### config.mk
export PLATFORM = sky130hd
export DESIGN_NAME = operand_decoder
export DESIGN_NICKNAME = d
export VERILOG_FILES = /design/src/rtl/decode_pkg.sv /design/src/rtl/operand_decoder.sv
export SDC_FILE = /design/constraint.sdc
export NUM_CORES = 1
export LEC_CHECK = 0
export BUFFER_PORTS_ARGS = -buffer_cell sky130_fd_sc_hd__clkbuf_2
export CORE_MARGIN = 2
export CORE_UTILIZATION = 50
export CTS_BUF_LIST = sky130_fd_sc_hd__clkbuf_2
export DETAILED_ROUTE_END_ITERATION = 16
export PLACE_DENSITY = 0.7
export SETUP_SLACK_MARGIN = 0.05
export SYNTH_ARGS = -nofsm -noshare
export SYNTH_HDL_FRONTEND = slang
export SYNTH_SLANG_ARGS = --single-unit
### constraint.sdc
create_clock -name aclk -period 5.54 [get_ports aclk]
set_input_delay 0.277 -clock aclk [delete_from_list [all_inputs] [get_ports aclk]]
set_output_delay 0.277 -clock aclk [all_outputs]
set_load 0.005 [all_outputs]
### src/rtl/decode_pkg.sv
// Operation
// - f8 clears, f5 inverts, f9 sets carry; 2 cycles
// - fc clears, fd sets direction flag; 2 cycles
// - fa clears, fb sets interrupt enable; 2 cycles
// - f0 lock prefix, 2 cycles, locks next instruction
// - word memory operands add 4 cycles
// - addressing form 11 means register operand
// - form 00 means zero displacement, no bytes
// - form 01 takes one sign-extended displacement byte
// - form 10 takes two bytes, low first
// - selectors 000-011 sum base, index, displacement
// - selectors 100, 101, 111 one register plus displacement
// - selector 110 base pointer; direct under form 00
// - displacement bytes follow the second instruction byte
// - address computation costs 4 cycles
// - prefix 001ss110 overrides segment: extra, code, stack, data
// - register code maps words or low/high bytes
// - base pointer operands default to stack segment
// - string destinations use extra segment, no override
//
// Holds the constants and types of the operand decoder.
// Assumes a single 100 MHz core clock domain.
package decode_pkg;

	// ----------------------------------------------------------------
	// opcodes
	// ----------------------------------------------------------------
	localparam logic [7:0] OPC_CLEAR_CARRY = 8'hF8;
	localparam logic [7:0] OPC_COMPLEMENT_CARRY = 8'hF5;
	localparam logic [7:0] OPC_SET_CARRY = 8'hF9;
	localparam logic [7:0] OPC_CLEAR_DIRECTION = 8'hFC;
	localparam logic [7:0] OPC_SET_DIRECTION = 8'hFD;
	localparam logic [7:0] OPC_CLEAR_INT_ENABLE = 8'hFA;
	localparam logic [7:0] OPC_SET_INT_ENABLE = 8'hFB;
	localparam logic [7:0] OPC_HALT = 8'hF4;
	localparam logic [7:0] OPC_WAIT = 8'h9B;
	localparam logic [7:0] OPC_LOCK = 8'hF0;
	localparam logic [7:0] OPC_NO_OPERATION = 8'h90;
	localparam logic [7:0] SEG_PREFIX_MASK = 8'hE7;
	localparam logic [7:0] SEG_PREFIX_MATCH = 8'h26;
	localparam int SEG_FIELD_LSB = 3;

	// ----------------------------------------------------------------
	// operand byte fields and cycle costs
	// ----------------------------------------------------------------
	localparam logic [1:0] MOD_NO_DISP = 2'h0;
	localparam logic [1:0] MOD_DISP8 = 2'h1;
	localparam logic [1:0] MOD_DISP16 = 2'h2;
	localparam logic [1:0] MOD_REGISTER = 2'h3;
	localparam logic [2:0] RM_BP_DIRECT = 3'h6;
	localparam logic [7:0] CYC_CONTROL = 8'h02;
	localparam logic [7:0] CYC_NO_OPERATION = 8'h03;
	localparam logic [7:0] CYC_WAIT = 8'h06;
	localparam logic [7:0] CYC_EA = 8'h04;
	localparam logic [7:0] CYC_WORD_EXTRA = 8'h04;

	// ----------------------------------------------------------------
	// register map (byte addresses)
	// ----------------------------------------------------------------
	localparam logic [7:0] ADDR_CTRL = 8'h00;
	localparam logic [7:0] ADDR_STATUS = 8'h04;
	localparam logic [7:0] ADDR_BASE_WORD = 8'h08;
	localparam logic [7:0] ADDR_BASE_POINTER = 8'h0C;
	localparam logic [7:0] ADDR_SRC_INDEX = 8'h10;
	localparam logic [7:0] ADDR_DEST_INDEX = 8'h14;
	localparam logic [7:0] ADDR_LAST_EA = 8'h18;
	localparam logic [7:0] ADDR_LAST_CYCLES = 8'h1C;
	localparam logic [31:0] CTRL_RESET = 32'h0000_0001;
	localparam logic [1:0] RESP_OKAY = 2'h0;
	localparam logic [1:0] RESP_SLVERR = 2'h2;

	typedef enum logic [3:0] {
		OP_NONE = 4'b0000,
		OP_CLEAR_CARRY = 4'b0001,
		OP_COMPLEMENT_CARRY = 4'b0010,
		OP_SET_CARRY = 4'b0011,
		OP_CLEAR_DIRECTION = 4'b0100,
		OP_SET_DIRECTION = 4'b0101,
		OP_CLEAR_INT_ENABLE = 4'b0110,
		OP_SET_INT_ENABLE = 4'b0111,
		OP_HALT = 4'b1000,
		OP_WAIT = 4'b1001,
		OP_LOCK = 4'b1010,
		OP_NO_OPERATION = 4'b1011,
		OP_OPERAND = 4'b1100
	} op_e;

	typedef enum logic [1:0] {
		SEG_EXTRA = 2'b00,
		SEG_CODE = 2'b01,
		SEG_STACK = 2'b10,
		SEG_DATA = 2'b11
	} seg_e;

	typedef enum logic [3:0] {
		ACCUMULATOR_WORD = 4'b0000,
		COUNT_WORD = 4'b0001,
		DATA_WORD = 4'b0010,
		BASE_WORD = 4'b0011,
		STACK_POINTER = 4'b0100,
		BASE_POINTER = 4'b0101,
		SRC_INDEX = 4'b0110,
		DEST_INDEX = 4'b0111,
		ACCUMULATOR_LOW_BYTE = 4'b1000,
		COUNT_LOW_BYTE = 4'b1001,
		DATA_LOW_BYTE = 4'b1010,
		BASE_LOW_BYTE = 4'b1011,
		ACCUMULATOR_HIGH_BYTE = 4'b1100,
		COUNT_HIGH_BYTE = 4'b1101,
		DATA_HIGH_BYTE = 4'b1110,
		BASE_HIGH_BYTE = 4'b1111
	} gsel_e;

	typedef enum logic [2:0] {
		ST_OPCODE = 3'b000,
		ST_OPERAND = 3'b001,
		ST_DISP_LOW = 3'b010,
		ST_DISP_HIGH = 3'b011,
		ST_ISSUE = 3'b100,
		ST_WAIT_TEST = 3'b101
	} state_e;

	typedef struct packed {
		op_e op;
		logic [7:0] cycles;
		logic mem_operand;
		logic wide;
		logic bus_lock;
		seg_e segment;
		gsel_e reg_operand;
		gsel_e rm_register;
		logic [15:0] displacement;
		logic [15:0] effective_address;
	} decode_s;

endpackage : decode_pkg

### src/rtl/operand_decoder.sv
// Decodes control opcodes, prefixes and the operand address byte.
// Assumes bytes arrive in order from the prefetch queue with a
// valid/ready handshake and that software loads the address bases.
//
// Chosen here: register access over AXI4-Lite and the address map.
`timescale 1ns/1ps
module operand_decoder
(
	input wire logic aclk, // core clock
	input wire logic aresetn, // synchronous reset, active low
	input wire logic [7:0] in_byte, // instruction byte
	input wire logic in_valid, // byte offered
	output logic in_ready, // byte taken when both high
	input wire logic string_dest, // operand is a string destination
	input wire logic test_n, // coprocessor test input, low = go
	output decode_pkg::decode_s dec, // decoded instruction
	output logic dec_valid, // one-cycle result strobe
	output logic bus_lock, // exclusive bus ownership
	output logic carry, // carry flag
	output logic direction, // string direction flag
	output logic int_enable, // maskable interrupt enable flag
	input wire logic [7:0] s_axi_awaddr, // write address
	input wire logic s_axi_awvalid, // write address valid
	output logic s_axi_awready, // write address ready
	input wire logic [31:0] s_axi_wdata, // write data
	input wire logic [3:0] s_axi_wstrb, // write strobes
	input wire logic s_axi_wvalid, // write data valid
	output logic s_axi_wready, // write data ready
	output logic [1:0] s_axi_bresp, // write response
	output logic s_axi_bvalid, // write response valid
	input wire logic s_axi_bready, // write response ready
	input wire logic [7:0] s_axi_araddr, // read address
	input wire logic s_axi_arvalid, // read address valid
	output logic s_axi_arready, // read address ready
	output logic [31:0] s_axi_rdata, // read data
	output logic [1:0] s_axi_rresp, // read response
	output logic s_axi_rvalid, // read data valid
	input wire logic s_axi_rready // read data ready
);
	import decode_pkg::*;

	// ----------------------------------------------------------------
	// functions
	// ----------------------------------------------------------------
	function automatic gsel_e reg_select(input logic [2:0] code,
		input logic wide);
		reg_select = gsel_e'({~wide, code});
	endfunction : reg_select

	function automatic logic is_mapped(input logic [7:0] a);
		is_mapped = (a <= ADDR_LAST_CYCLES) && (a[1:0] == 2'h0);
	endfunction : is_mapped

	function automatic logic [31:0] merge(input logic [31:0] old,
		input logic [31:0] nw, input logic [3:0] strb);
		logic [31:0] r;
		r = old;
		for (int i = 0; i < 4; i++)
			if (strb[i])
				r[i*8 +: 8] = nw[i*8 +: 8];
		merge = r;
	endfunction : merge

	state_e state_q;
	logic [7:0] opcode_q;
	logic [7:0] operand_q;
	logic [15:0] disp_q;
	logic override_valid_q;
	seg_e override_q;
	logic lock_q;
	logic carry_q, direction_q, int_enable_q;
	decode_s dec_q;
	logic dec_valid_q;
	logic [31:0] ctrl_q;
	logic [15:0] base_word_q, base_pointer_q, src_index_q, dest_index_q;
	logic take;
	logic [1:0] mod_f;
	logic [2:0] rm_f;

	assign mod_f = operand_q[7:6];
	assign rm_f = operand_q[2:0];
	assign take = in_valid && in_ready;
	assign in_ready = ctrl_q[0] && (state_q != ST_ISSUE)
		&& (state_q != ST_WAIT_TEST);
	assign dec = dec_q;
	assign dec_valid = dec_valid_q;
	assign bus_lock = lock_q;
	assign carry = carry_q;
	assign direction = direction_q;
	assign int_enable = int_enable_q;

	// ----------------------------------------------------------------
	// address and segment of a memory operand
	// ----------------------------------------------------------------
	logic [15:0] ea_d;
	logic uses_bp;
	seg_e seg_d;
	always_comb
	begin
		uses_bp = 1'b0;
		unique case (rm_f)
			3'h0: ea_d = base_word_q + src_index_q + disp_q;
			3'h1: ea_d = base_word_q + dest_index_q + disp_q;
			3'h2:
			begin
				ea_d = base_pointer_q + src_index_q + disp_q;
				uses_bp = 1'b1;
			end
			3'h3:
			begin
				ea_d = base_pointer_q + dest_index_q + disp_q;
				uses_bp = 1'b1;
			end
			3'h4: ea_d = src_index_q + disp_q;
			3'h5: ea_d = dest_index_q + disp_q;
			3'h6:
			begin
				if (mod_f == MOD_NO_DISP)
					ea_d = disp_q;
				else
				begin
					ea_d = base_pointer_q + disp_q;
					uses_bp = 1'b1;
				end
			end
			3'h7: ea_d = base_word_q + disp_q;
		endcase
		// string destinations ignore the prefix on purpose
		if (string_dest)
			seg_d = SEG_EXTRA;
		else if (override_valid_q)
			seg_d = override_q;
		else if (uses_bp)
			seg_d = SEG_STACK;
		else
			seg_d = SEG_DATA;
	end

	// ----------------------------------------------------------------
	// byte sequencer
	// ----------------------------------------------------------------
	always_ff @(posedge aclk)
	begin
		if (!aresetn)
		begin
			state_q <= ST_OPCODE;
			opcode_q <= 8'h00;
			operand_q <= 8'h00;
			disp_q <= 16'h0000;
		end
		else
		begin
			unique case (state_q)
				ST_OPCODE:
					if (take)
					begin
						opcode_q <= in_byte;
						disp_q <= 16'h0000;
						if (in_byte == OPC_WAIT)
							state_q <= ST_WAIT_TEST;
						else if (in_byte[7:4] != 4'hF && in_byte != OPC_NO_OPERATION
							&& (in_byte & SEG_PREFIX_MASK) != SEG_PREFIX_MATCH)
							state_q <= ST_OPERAND;
					end
				ST_OPERAND:
					if (take)
					begin
						operand_q <= in_byte;
						// displacement follows this byte, ahead of data
						if (in_byte[7:6] == MOD_DISP8 || in_byte[7:6] == MOD_DISP16
							|| (in_byte[7:6] == MOD_NO_DISP
							&& in_byte[2:0] == RM_BP_DIRECT))
							state_q <= ST_DISP_LOW;
						else
							state_q <= ST_ISSUE;
					end
				ST_DISP_LOW:
					if (take)
					begin
						if (mod_f == MOD_DISP8)
						begin
							disp_q <= {{8{in_byte[7]}}, in_byte};
							state_q <= ST_ISSUE;
						end
						else
						begin
							disp_q <= {8'h00, in_byte};
							state_q <= ST_DISP_HIGH;
						end
					end
				ST_DISP_HIGH:
					if (take)
					begin
						disp_q <= {in_byte, disp_q[7:0]};
						state_q <= ST_ISSUE;
					end
				ST_ISSUE:
					state_q <= ST_OPCODE;
				ST_WAIT_TEST:
					if (!test_n)
						state_q <= ST_OPCODE;
				default:
					state_q <= ST_OPCODE;
			endcase
		end
	end

	// ----------------------------------------------------------------
	// prefixes and flags
	// ----------------------------------------------------------------
	always_ff @(posedge aclk)
	begin
		if (!aresetn)
		begin
			override_valid_q <= 1'b0;
			override_q <= SEG_DATA;
			lock_q <= 1'b0;
		end
		else
		begin
			// prefixes last until the following instruction is issued
			if (dec_valid_q && dec_q.op != OP_LOCK)
			begin
				override_valid_q <= 1'b0;
				lock_q <= 1'b0;
			end
			// a prefix taken in the clearing cycle must survive it
			if (take && state_q == ST_OPCODE
				&& (in_byte & SEG_PREFIX_MASK) == SEG_PREFIX_MATCH)
			begin
				override_valid_q <= 1'b1;
				override_q <= seg_e'(in_byte[SEG_FIELD_LSB +: 2]);
			end
			if (take && state_q == ST_OPCODE && in_byte == OPC_LOCK)
				lock_q <= 1'b1;
		end
	end

	always_ff @(posedge aclk)
	begin
		if (!aresetn)
		begin
			carry_q <= 1'b0;
			direction_q <= 1'b0;
			int_enable_q <= 1'b0;
		end
		else if (take && state_q == ST_OPCODE)
		begin
			if (in_byte == OPC_CLEAR_CARRY)
				carry_q <= 1'b0;
			if (in_byte == OPC_COMPLEMENT_CARRY)
				carry_q <= ~carry_q;
			if (in_byte == OPC_SET_CARRY)
				carry_q <= 1'b1;
			if (in_byte == OPC_CLEAR_DIRECTION)
				direction_q <= 1'b0;
			if (in_byte == OPC_SET_DIRECTION)
				direction_q <= 1'b1;
			if (in_byte == OPC_CLEAR_INT_ENABLE)
				int_enable_q <= 1'b0;
			if (in_byte == OPC_SET_INT_ENABLE)
				int_enable_q <= 1'b1;
		end
	end

	// ----------------------------------------------------------------
	// result
	// ----------------------------------------------------------------
	op_e op_d;
	logic [7:0] cyc_d;
	always_comb
	begin
		op_d = OP_NONE;
		cyc_d = CYC_CONTROL;
		unique case (in_byte)
			OPC_CLEAR_CARRY: op_d = OP_CLEAR_CARRY;
			OPC_COMPLEMENT_CARRY: op_d = OP_COMPLEMENT_CARRY;
			OPC_SET_CARRY: op_d = OP_SET_CARRY;
			OPC_CLEAR_DIRECTION: op_d = OP_CLEAR_DIRECTION;
			OPC_SET_DIRECTION: op_d = OP_SET_DIRECTION;
			OPC_CLEAR_INT_ENABLE: op_d = OP_CLEAR_INT_ENABLE;
			OPC_SET_INT_ENABLE: op_d = OP_SET_INT_ENABLE;
			OPC_HALT: op_d = OP_HALT;
			OPC_LOCK: op_d = OP_LOCK;
			OPC_NO_OPERATION:
			begin
				op_d = OP_NO_OPERATION;
				cyc_d = CYC_NO_OPERATION;
			end
			default: op_d = OP_NONE;
		endcase
	end

	always_ff @(posedge aclk)
	begin
		if (!aresetn)
		begin
			dec_q <= '0;
			dec_valid_q <= 1'b0;
		end
		else
		begin
			dec_valid_q <= 1'b0;
			if (take && state_q == ST_OPCODE && op_d != OP_NONE)
			begin
				dec_q <= '0;
				dec_q.op <= op_d;
				dec_q.cycles <= cyc_d;
				dec_q.bus_lock <= lock_q || op_d == OP_LOCK;
				dec_valid_q <= 1'b1;
			end
			else if (state_q == ST_WAIT_TEST && !test_n)
			begin
				dec_q <= '0;
				dec_q.op <= OP_WAIT;
				dec_q.cycles <= CYC_WAIT;
				dec_q.bus_lock <= lock_q;
				dec_valid_q <= 1'b1;
			end
			else if (state_q == ST_ISSUE)
			begin
				dec_q.op <= OP_OPERAND;
				dec_q.wide <= opcode_q[0];
				dec_q.bus_lock <= lock_q;
				dec_q.reg_operand <= reg_select(operand_q[5:3], opcode_q[0]);
				dec_q.rm_register <= reg_select(rm_f, opcode_q[0]);
				dec_q.displacement <= disp_q;
				dec_q.mem_operand <= (mod_f != MOD_REGISTER);
				dec_q.effective_address <= ea_d;
				dec_q.segment <= seg_d;
				if (mod_f == MOD_REGISTER)
					dec_q.cycles <= CYC_CONTROL;
				else if (opcode_q[0])
					dec_q.cycles <= CYC_EA + CYC_WORD_EXTRA;
				else
					dec_q.cycles <= CYC_EA;
				dec_valid_q <= 1'b1;
			end
		end
	end

	// ----------------------------------------------------------------
	// register bus slave
	// ----------------------------------------------------------------
	logic aw_hold_q, w_hold_q, bvalid_q, rvalid_q;
	logic [7:0] awaddr_q;
	logic [31:0] wdata_q, rdata_q;
	logic [3:0] wstrb_q;
	logic [1:0] bresp_q, rresp_q;
	logic do_write;

	assign s_axi_awready = !aw_hold_q && !bvalid_q;
	assign s_axi_wready = !w_hold_q && !bvalid_q;
	assign s_axi_bvalid = bvalid_q;
	assign s_axi_bresp = bresp_q;
	assign s_axi_arready = !rvalid_q;
	assign s_axi_rvalid = rvalid_q;
	assign s_axi_rdata = rdata_q;
	assign s_axi_rresp = rresp_q;
	assign do_write = aw_hold_q && w_hold_q && !bvalid_q;

	always_ff @(posedge aclk)
	begin
		if (!aresetn)
		begin
			aw_hold_q <= 1'b0;
			w_hold_q <= 1'b0;
			bvalid_q <= 1'b0;
			bresp_q <= RESP_OKAY;
			awaddr_q <= 8'h00;
			wdata_q <= 32'h0000_0000;
			wstrb_q <= 4'h0;
		end
		else
		begin
			if (s_axi_awvalid && s_axi_awready)
			begin
				aw_hold_q <= 1'b1;
				awaddr_q <= s_axi_awaddr;
			end
			if (s_axi_wvalid && s_axi_wready)
			begin
				w_hold_q <= 1'b1;
				wdata_q <= s_axi_wdata;
				wstrb_q <= s_axi_wstrb;
			end
			if (do_write)
			begin
				aw_hold_q <= 1'b0;
				w_hold_q <= 1'b0;
				bvalid_q <= 1'b1;
				bresp_q <= is_mapped(awaddr_q) ? RESP_OKAY : RESP_SLVERR;
			end
			else if (bvalid_q && s_axi_bready)
				bvalid_q <= 1'b0;
		end
	end

	always_ff @(posedge aclk)
	begin
		if (!aresetn)
		begin
			ctrl_q <= CTRL_RESET;
			base_word_q <= 16'h0000;
			base_pointer_q <= 16'h0000;
			src_index_q <= 16'h0000;
			dest_index_q <= 16'h0000;
		end
		else if (do_write)
		begin
			unique case (awaddr_q)
				ADDR_CTRL: ctrl_q <= merge(ctrl_q, wdata_q, wstrb_q) & 32'h1;
				ADDR_BASE_WORD:
					base_word_q <= 16'(merge({16'h0, base_word_q}, wdata_q,
						wstrb_q));
				ADDR_BASE_POINTER:
					base_pointer_q <= 16'(merge({16'h0, base_pointer_q},
						wdata_q, wstrb_q));
				ADDR_SRC_INDEX:
					src_index_q <= 16'(merge({16'h0, src_index_q}, wdata_q,
						wstrb_q));
				ADDR_DEST_INDEX:
					dest_index_q <= 16'(merge({16'h0, dest_index_q}, wdata_q,
						wstrb_q));
				default: ;
			endcase
		end
	end

	always_ff @(posedge aclk)
	begin
		if (!aresetn)
		begin
			rvalid_q <= 1'b0;
			rdata_q <= 32'h0000_0000;
			rresp_q <= RESP_OKAY;
		end
		else if (s_axi_arvalid && s_axi_arready)
		begin
			rvalid_q <= 1'b1;
			rresp_q <= is_mapped(s_axi_araddr) ? RESP_OKAY : RESP_SLVERR;
			unique case (s_axi_araddr)
				ADDR_CTRL: rdata_q <= ctrl_q;
				ADDR_STATUS: rdata_q <= {26'h0, state_q == ST_WAIT_TEST,
					override_valid_q, lock_q, int_enable_q, direction_q,
					carry_q};
				ADDR_BASE_WORD: rdata_q <= {16'h0, base_word_q};
				ADDR_BASE_POINTER: rdata_q <= {16'h0, base_pointer_q};
				ADDR_SRC_INDEX: rdata_q <= {16'h0, src_index_q};
				ADDR_DEST_INDEX: rdata_q <= {16'h0, dest_index_q};
				ADDR_LAST_EA: rdata_q <= {16'h0, dec_q.effective_address};
				ADDR_LAST_CYCLES: rdata_q <= {24'h0, dec_q.cycles};
				default: rdata_q <= 32'h0000_0000;
			endcase
		end
		else if (rvalid_q && s_axi_rready)
			rvalid_q <= 1'b0;
	end

	// ----------------------------------------------------------------
	// checks
	// ----------------------------------------------------------------
	a_carry_invert: assert property (@(posedge aclk) disable iff (!aresetn)
		take && state_q == ST_OPCODE && in_byte == OPC_COMPLEMENT_CARRY
		|=> carry_q != $past(carry_q) && dec_valid && dec.cycles == CYC_CONTROL)
		else $error("carry not inverted");
	a_direction_set: assert property (@(posedge aclk) disable iff (!aresetn)
		take && state_q == ST_OPCODE && in_byte == OPC_SET_DIRECTION
		|=> direction_q && dec.op == OP_SET_DIRECTION)
		else $error("direction not set");
	a_int_clear: assert property (@(posedge aclk) disable iff (!aresetn)
		take && state_q == ST_OPCODE && in_byte == OPC_CLEAR_INT_ENABLE
		|=> !int_enable_q && dec.cycles == CYC_CONTROL)
		else $error("interrupt enable not cleared");
	a_lock_prefix: assert property (@(posedge aclk) disable iff (!aresetn)
		take && state_q == ST_OPCODE && in_byte == OPC_LOCK
		|=> bus_lock && dec_valid && dec.cycles == CYC_CONTROL)
		else $error("lock prefix not applied");
	a_word_cost: assert property (@(posedge aclk) disable iff (!aresetn)
		dec_valid && dec.op == OP_OPERAND && dec.mem_operand
		|-> dec.cycles == (dec.wide ? CYC_EA + CYC_WORD_EXTRA : CYC_EA))
		else $error("memory operand cost wrong");
	a_reg_form: assert property (@(posedge aclk) disable iff (!aresetn)
		take && state_q == ST_OPERAND && in_byte[7:6] == MOD_REGISTER
		|=> ##1 dec_valid && !dec.mem_operand)
		else $error("register form taken as memory");
	a_disp_sign: assert property (@(posedge aclk) disable iff (!aresetn)
		take && state_q == ST_DISP_LOW && mod_f == MOD_DISP8
		|=> ##1 dec_valid && dec.displacement == {{8{$past(in_byte[7], 2)}},
		$past(in_byte, 2)})
		else $error("short displacement not sign extended");
	a_string_extra: assert property (@(posedge aclk) disable iff (!aresetn)
		state_q == ST_ISSUE && string_dest && mod_f != MOD_REGISTER
		|=> dec.segment == SEG_EXTRA)
		else $error("string destination segment wrong");
	a_wait_stall: assert property (@(posedge aclk) disable iff (!aresetn)
		state_q == ST_WAIT_TEST && test_n |=> state_q == ST_WAIT_TEST
		&& !dec_valid)
		else $error("wait released while test high");

endmodule : operand_decoder

Word-level counts from Yosys, hierarchy flattened
Index checks and enable logic that the tools add are counted.
- output and inout port bits: 104
- logic and storage cells: 232
- memories kept: 0
- bits of input ports: 70
- register bits after elaboration: 224
- memory bits (read-only): 0
- bits in latches: 0
- memory bits (writable): 0
- eq/ne operators: 54
- divide/modulo/power cells: 0
- add/subtract/negate cells: 12
- reduce and logical (&&, ||, !) cells: 70
- shifts and indexed selects: 0
- order comparisons: 2
- multipliers: 0
- bitwise logic cells: 4
- multiplexer cells: 49
- operators by type and width (operator ; number):
    $pmux W16 S8 ; 2
    $add A16 B16 Y16 ; 12
    $mux W57 ; 3
    $eq A8 B8 Y1 const B ; 11
    $mux W16 ; 5
    $eq A8 B5 Y1 const B ; 6
    $pmux W16 S3 ; 1
    $pmux W4 S10 ; 1
    $eq A8 B4 Y1 const B ; 4
    $mux W3 ; 9
    $reduce_and A3 Y1 ; 9
    $logic_and A1 B1 Y1 ; 23
    $eq A3 B3 Y1 const B ; 7
    $mux W1 ; 20
    $le A8 B5 Y1 const B ; 2
    $logic_not A8 Y1 ; 2
    $pmux W3 S5 ; 1
    $reduce_bool A2 Y1 ; 7
    $eq A3 B2 Y1 const B ; 4
    $ne A2 B2 Y1 const B ; 6
    $reduce_and A2 Y1 ; 5
    $ne A3 B3 Y1 const B ; 3
    $reduce_bool A3 Y1 ; 3
    $eq A8 B3 Y1 const B ; 1
    other kinds (21) ; 44

Logic depth before layout (Yosys ltp)
- depth in word-level cells: 9
- depth in mapped cells: 17
- depth with buffers taken out: 14

Least setup slack after synthesis
Ideal clock, no wire load.
- path kind: reg2reg
- start point: register operand_q[1]
- end point: register dec_q (netlist bit dec[12])
- data required time: 5423 ps
- period minus slack after synthesis: 4194 ps
- slack: 1346 ps
- buffers on the path: 4
- library setup time: 117 ps
- cell stages (with the launch flop): 18
- data arrival time: 4076 ps
- cells stage by stage: dfxtp_1 clkbuf_1 buf_1 buf_1 buf_2 mux2i_1 o21ai_0 ha_1 inv_1 fa_1 nand3b_1 a21o_1 a211oi_1 nor3_1 o211ai_1 nand3_1 or4b_1 a32o_1
- word-level cells in the longest chain between the ends: 2
- elaborated cells between the ends (all ways): 9
- classes of those cells: eq/ne (7); mux (1); reduce/logical (1)
- ends and longest elaborated chain (item ; line ; text):
    from (decl) ; operand_decoder.sv:66 ; logic [7:0] operand_q;
    from (signal assigned) ; operand_decoder.sv:168 ; operand_q <= in_byte;
    $eq A3 B3 Y1, or another cell as far along ; operand_decoder.sv:101 ; unique case (rm_f)
    $pmux W16 S8 * ; operand_decoder.sv:101 ;
    to (decl) ; operand_decoder.sv:72 ; decode_s dec_q;
Every way passes the cells marked *; elsewhere a longest branch is shown, timed or not.
A chain may end at the register's enable or synchronous reset.

Final worst setup path
- start point: register disp_q[1]
- end point: register dec_q (netlist bit dec[15])
- word-level cells in the longest chain between the ends: 3
- elaborated cells between the ends (all ways): 10
- classes of those cells: add/sub (8); mux (2)
- ends and longest elaborated chain (item ; line ; text):
    from (decl) ; operand_decoder.sv:67 ; logic [15:0] disp_q;
    from (signal assigned) ; operand_decoder.sv:182 ; disp_q <= {{8{in_byte[7]}}, in_byte};
    from (signal assigned) ; operand_decoder.sv:187 ; disp_q <= {8'h00, in_byte};
    from (signal assigned) ; operand_decoder.sv:194 ; disp_q <= {in_byte, disp_q[7:0]};
    $add A16 B16 Y16 ; operand_decoder.sv:122 ; ea_d = base_pointer_q + disp_q;
    $mux W16 ; operand_decoder.sv:118 ; if (mod_f == MOD_NO_DISP)
    $pmux W16 S8 * ; operand_decoder.sv:101 ;
Marks and branches as above.

==> impl_results.md <==
- Die Wd: 177 µm
- Initial detailed-routing violation count: 1,418
- Prevailing post-synth register cell: sky130_fd_sc_hd__dfxtp_1
- Largest stage delay on the critical path: 0.67 ns
- Worst-case headroom to the max-slew limit: 21.0%
- Setup repair after global routing missed its margin: no
- Maximum fanout encountered on the critical timing path: 10
- Number of synthesized flops with an enable pin: 0
- Length of the first detailed-routing pass in iterations: 7
- Skew final: 0.0478 ns
- Vias in the first global route: 14,200
- Most frequent cells in the layout: 200 x sky130_fd_sc_hd__nand2_1, 200 x sky130_fd_sc_hd__dfxtp_1, 200 x sky130_fd_sc_hd__clkbuf_2, 143 x sky130_fd_sc_hd__a21oi_1, 117 x sky130_fd_sc_hd__nor2b_1
- Fill cell total of the finished layout: 2,697
- Least-Margin Pin Slew: 1.18 ns
- Storage element area: 0.00403 mm²
- Fraction of final layout cells sized beyond drive strength 1: 13.3%
- Cell seen most often among critical-path stages: sky130_fd_sc_hd__fa_1
- Global placer's final weighted congestion: 1.00
- Synth warn: 0
- Cell breakdown of the critical path: fa_1 -> ha_1 -> fa_1 -> a211oi_1 -> o21ai_0 -> a311oi_1 -> o21bai_1 -> xnor2_1 -> nor2_1 -> a2111oi_0 -> a41oi_1
- Final worst-path cycle share: 79.4%
- TritonCTS Buffers: 51
- Max H-tree Level: 2
- Post-Synthesis Cell Area: 0.0150 mm²
- Worst setup path class: reg -> reg
- Setup violation total in the final timing report: 0
- Post-Synthesis Mean Instance Area: 8.49 µm²
- Setup WS pre-CTS: 1.30 ns
- Final core utilization: 57.2%
- Asr flop ratio synth: 0%
- Fin nets: 2,174
- Family of cells with the greatest summed delay on the critical path: compound AO/OA/AOI/OAI gates
- Buf+Inv Stages, Crit Path: 0
- Multi-input gate area: 0.0104 mm²
- Data arrival time of the critical path: 5.05 ns
- Simple-Gate Fraction of Synth Area: 19.8%
- Count of different cell masters after synthesis: 77
- Drt wl/cell: 21.4 µm
- Portion of the post-synthesis area used by sequential elements: 26.9%
- Maximum capacitance violations: 0
- TritonCTS clock tree: built
- Max-slew violation count: 0
- Half-perimeter wire length after placement: 37,400 µm
- Post-route worst setup slack: 1.14 ns
- Share of synthesized cell area in full adder, half adder and majority cells: 16.5%
- Fraction of synthesized cell area in xor and xnor cells: 3.81%
- Library cell contributing the largest single delay on the critical path: sky130_fd_sc_hd__dfxtp_1
- Post-route setup TNS: 0 ns
- Clock root buffer master: sky130_fd_sc_hd__clkbuf_2
- IO Pins: 174
- Overall via count from detail_route: 14,500
- Element type at the critical path start: flip-flop
- Final global-route overflow total: 0
- Type of destination of the critical path: flip-flop
- Highest attainable clock frequency: 0.227 GHz
- Type of the tightest min-delay check: in -> reg
- Number of antenna violations at the first check in global routing: 2
- Post-Synthesis Cells: 1,762
- Maximum clock path buffer count: 3
- Starting Density: 50.6%
- Area of the die: 0.0313 mm²
- Global router's overall resource usage: 32.3%
- Instance count after placement with tap cells included: 2,220
- Final min period: 4.40 ns
- Mux share of post-synthesis cell area: 7.05%
- Height of the die: 177 µm
- Post-synthesis compound-gate area fraction: 21.7%
- Antenna viol nets, final: 0
- DRC violation count after routing: 0
- Global-route wire length before repair: 78,100 µm
- #FFs+latches synth: 201
- Number of non-filler instances in the completed layout: 2,366
- PortBufs: 133
- Clock network latency to the later pin of the worst-skew pair: 0.81 ns
- Area Overhead vs Synth: 13.2%
- Final count of hold timing violations: 0
- Largest net degree at the start of global routing: 87
- Register clock-pin slew on the reported worst setup and hold paths: 0.11 ns
- Clock sinks: 201
- Largest family of logic cells by synthesized area: compound AO/OA/AOI/OAI gates
- DR vias/cell: 6.14
- Drt total wl: 50,700 µm
- Maximum ir drop on the vdd rail: 0.000189 V
- Placeable core region: 0.0296 mm²
- Run status: finished clean
- Leakage component of the power: 6.92 nW
- Number of placement rows: 63
- Required time at the worst-slack endpoint: 6.19 ns
- Power per cell area: 185 mW/mm²
cells in the mapped netlist (36+ instances only):
cell type | n | share of area, %
sky130_fd_sc_hd__a21oi_1 | 143 | 4.8
sky130_fd_sc_hd__clkbuf_1 | 72 | 1.8
sky130_fd_sc_hd__dfxtp_1 | 201 | 27
sky130_fd_sc_hd__fa_1 | 66 | 8.8
sky130_fd_sc_hd__ha_1 | 92 | 7.7
sky130_fd_sc_hd__inv_1 | 40 | 1.0
sky130_fd_sc_hd__mux2i_1 | 102 | 6.8
sky130_fd_sc_hd__nand2_1 | 201 | 5.0
sky130_fd_sc_hd__nor2_1 | 97 | 2.4
sky130_fd_sc_hd__nor2b_1 | 117 | 4.9
sky130_fd_sc_hd__nor3_1 | 36 | 1.2
sky130_fd_sc_hd__o21ai_0 | 93 | 3.1
sky130_fd_sc_hd__xnor2_1 | 43 | 2.5
metal layers:
layer,wire [µm],vias up,global-route usage (%)
li1,-,6729,-
met1,20700,6892,42.3
met2,22600,784,51.2
met3,5430,128,7.58
met4,1990,0,13.0
met5,0,-,0
report_power, final:
part / leakage (nW) / switching [mW] / internal (mW)
clock network: 0.332 / 0.611 / 0.379
registers: 1.63 / 0.0880 / 1.49
logic: 4.96 / 0.335 / 0.229
cells by family (layout without fill, tap and decap cells):
| family | count (synthesis) | in the layout |
|---|---|---|
| xor+xnor | 65 | 65 |
| other cells | 1 | 23 |
| fa+ha+maj | 158 | 158 |
| simple gates | 595 | 595 |
| mux | 105 | 105 |
| flops | 201 | 201 |
| buf+inv | 144 | 336 |
| compound gates | 493 | 493 |
cell type report:
class | count | share of cell area, %
repair buffers | 214 | 8.47
diodes | 1 | 0.0148
flip-flops and latches | 201 | 23.8
inverters | 40 | 0.887
clock inverters | 14 | 0.525
clock buffers | 68 | 2.01
well taps | 390 | 2.88
multi-input cells | 1438 | 61.4
what timing repair did:
action                     in CTS  in global routing
hold buffers                   63                  0
setup buffers                   0                  0
gates resized for setup         0                  0
setup endpoints to repair       0                  0
hold endpoints to repair       74                  0
tightest hold or removal path: cells and delay by family:
kind                   cells  cell delay (ns)
buffers and inverters      1             0.13
AO/OA/AOI/OAI              4             0.33
AND/OR/NAND/NOR            2             0.17
path summary, 6_finish.rpt:
kind / from / endpoint / slack, ns / depth (start not counted)
max reg2reg: disp_q[1]$_SDFFE_PN0P_ / dec[15]$_SDFFE_PP0P_ / 1.14 / 11
min reg2reg: dec[37]$_SDFFE_PP0P_ / dec[37]$_SDFFE_PP0P_ / 0.46 / 2
min: s_axi_araddr[2] / s_axi_rdata[0]$_SDFFE_PN0P_ / 0.15 / 7
max: disp_q[1]$_SDFFE_PN0P_ / dec[15]$_SDFFE_PP0P_ / 1.14 / 11
stage by stage:
stage               total power, mW  cell area, µm²  hold WS (ns)
floorplan                      1.94           15000         0.415
global placement               2.10           15900         0.444
detailed placement             2.11           15900         0.452
CTS                            3.13           16900        0.0941
global route                   3.28           16900         0.188
finish                         3.13           16900         0.146
flip-flops by register name, summed over array words and instances, names as in the netlist, 2 cells and up:
register and cells:
dec 52, base_pointer_q 16, base_word_q 16, dest_index_q 16
disp_q 16, s_axi_rdata 16, src_index_q 16, wdata_q 16
awaddr_q 8, operand_q 8, state_q 3, override_q 2
wstrb_q 2
No activity file was read; power rests on OpenSTA's default activity.
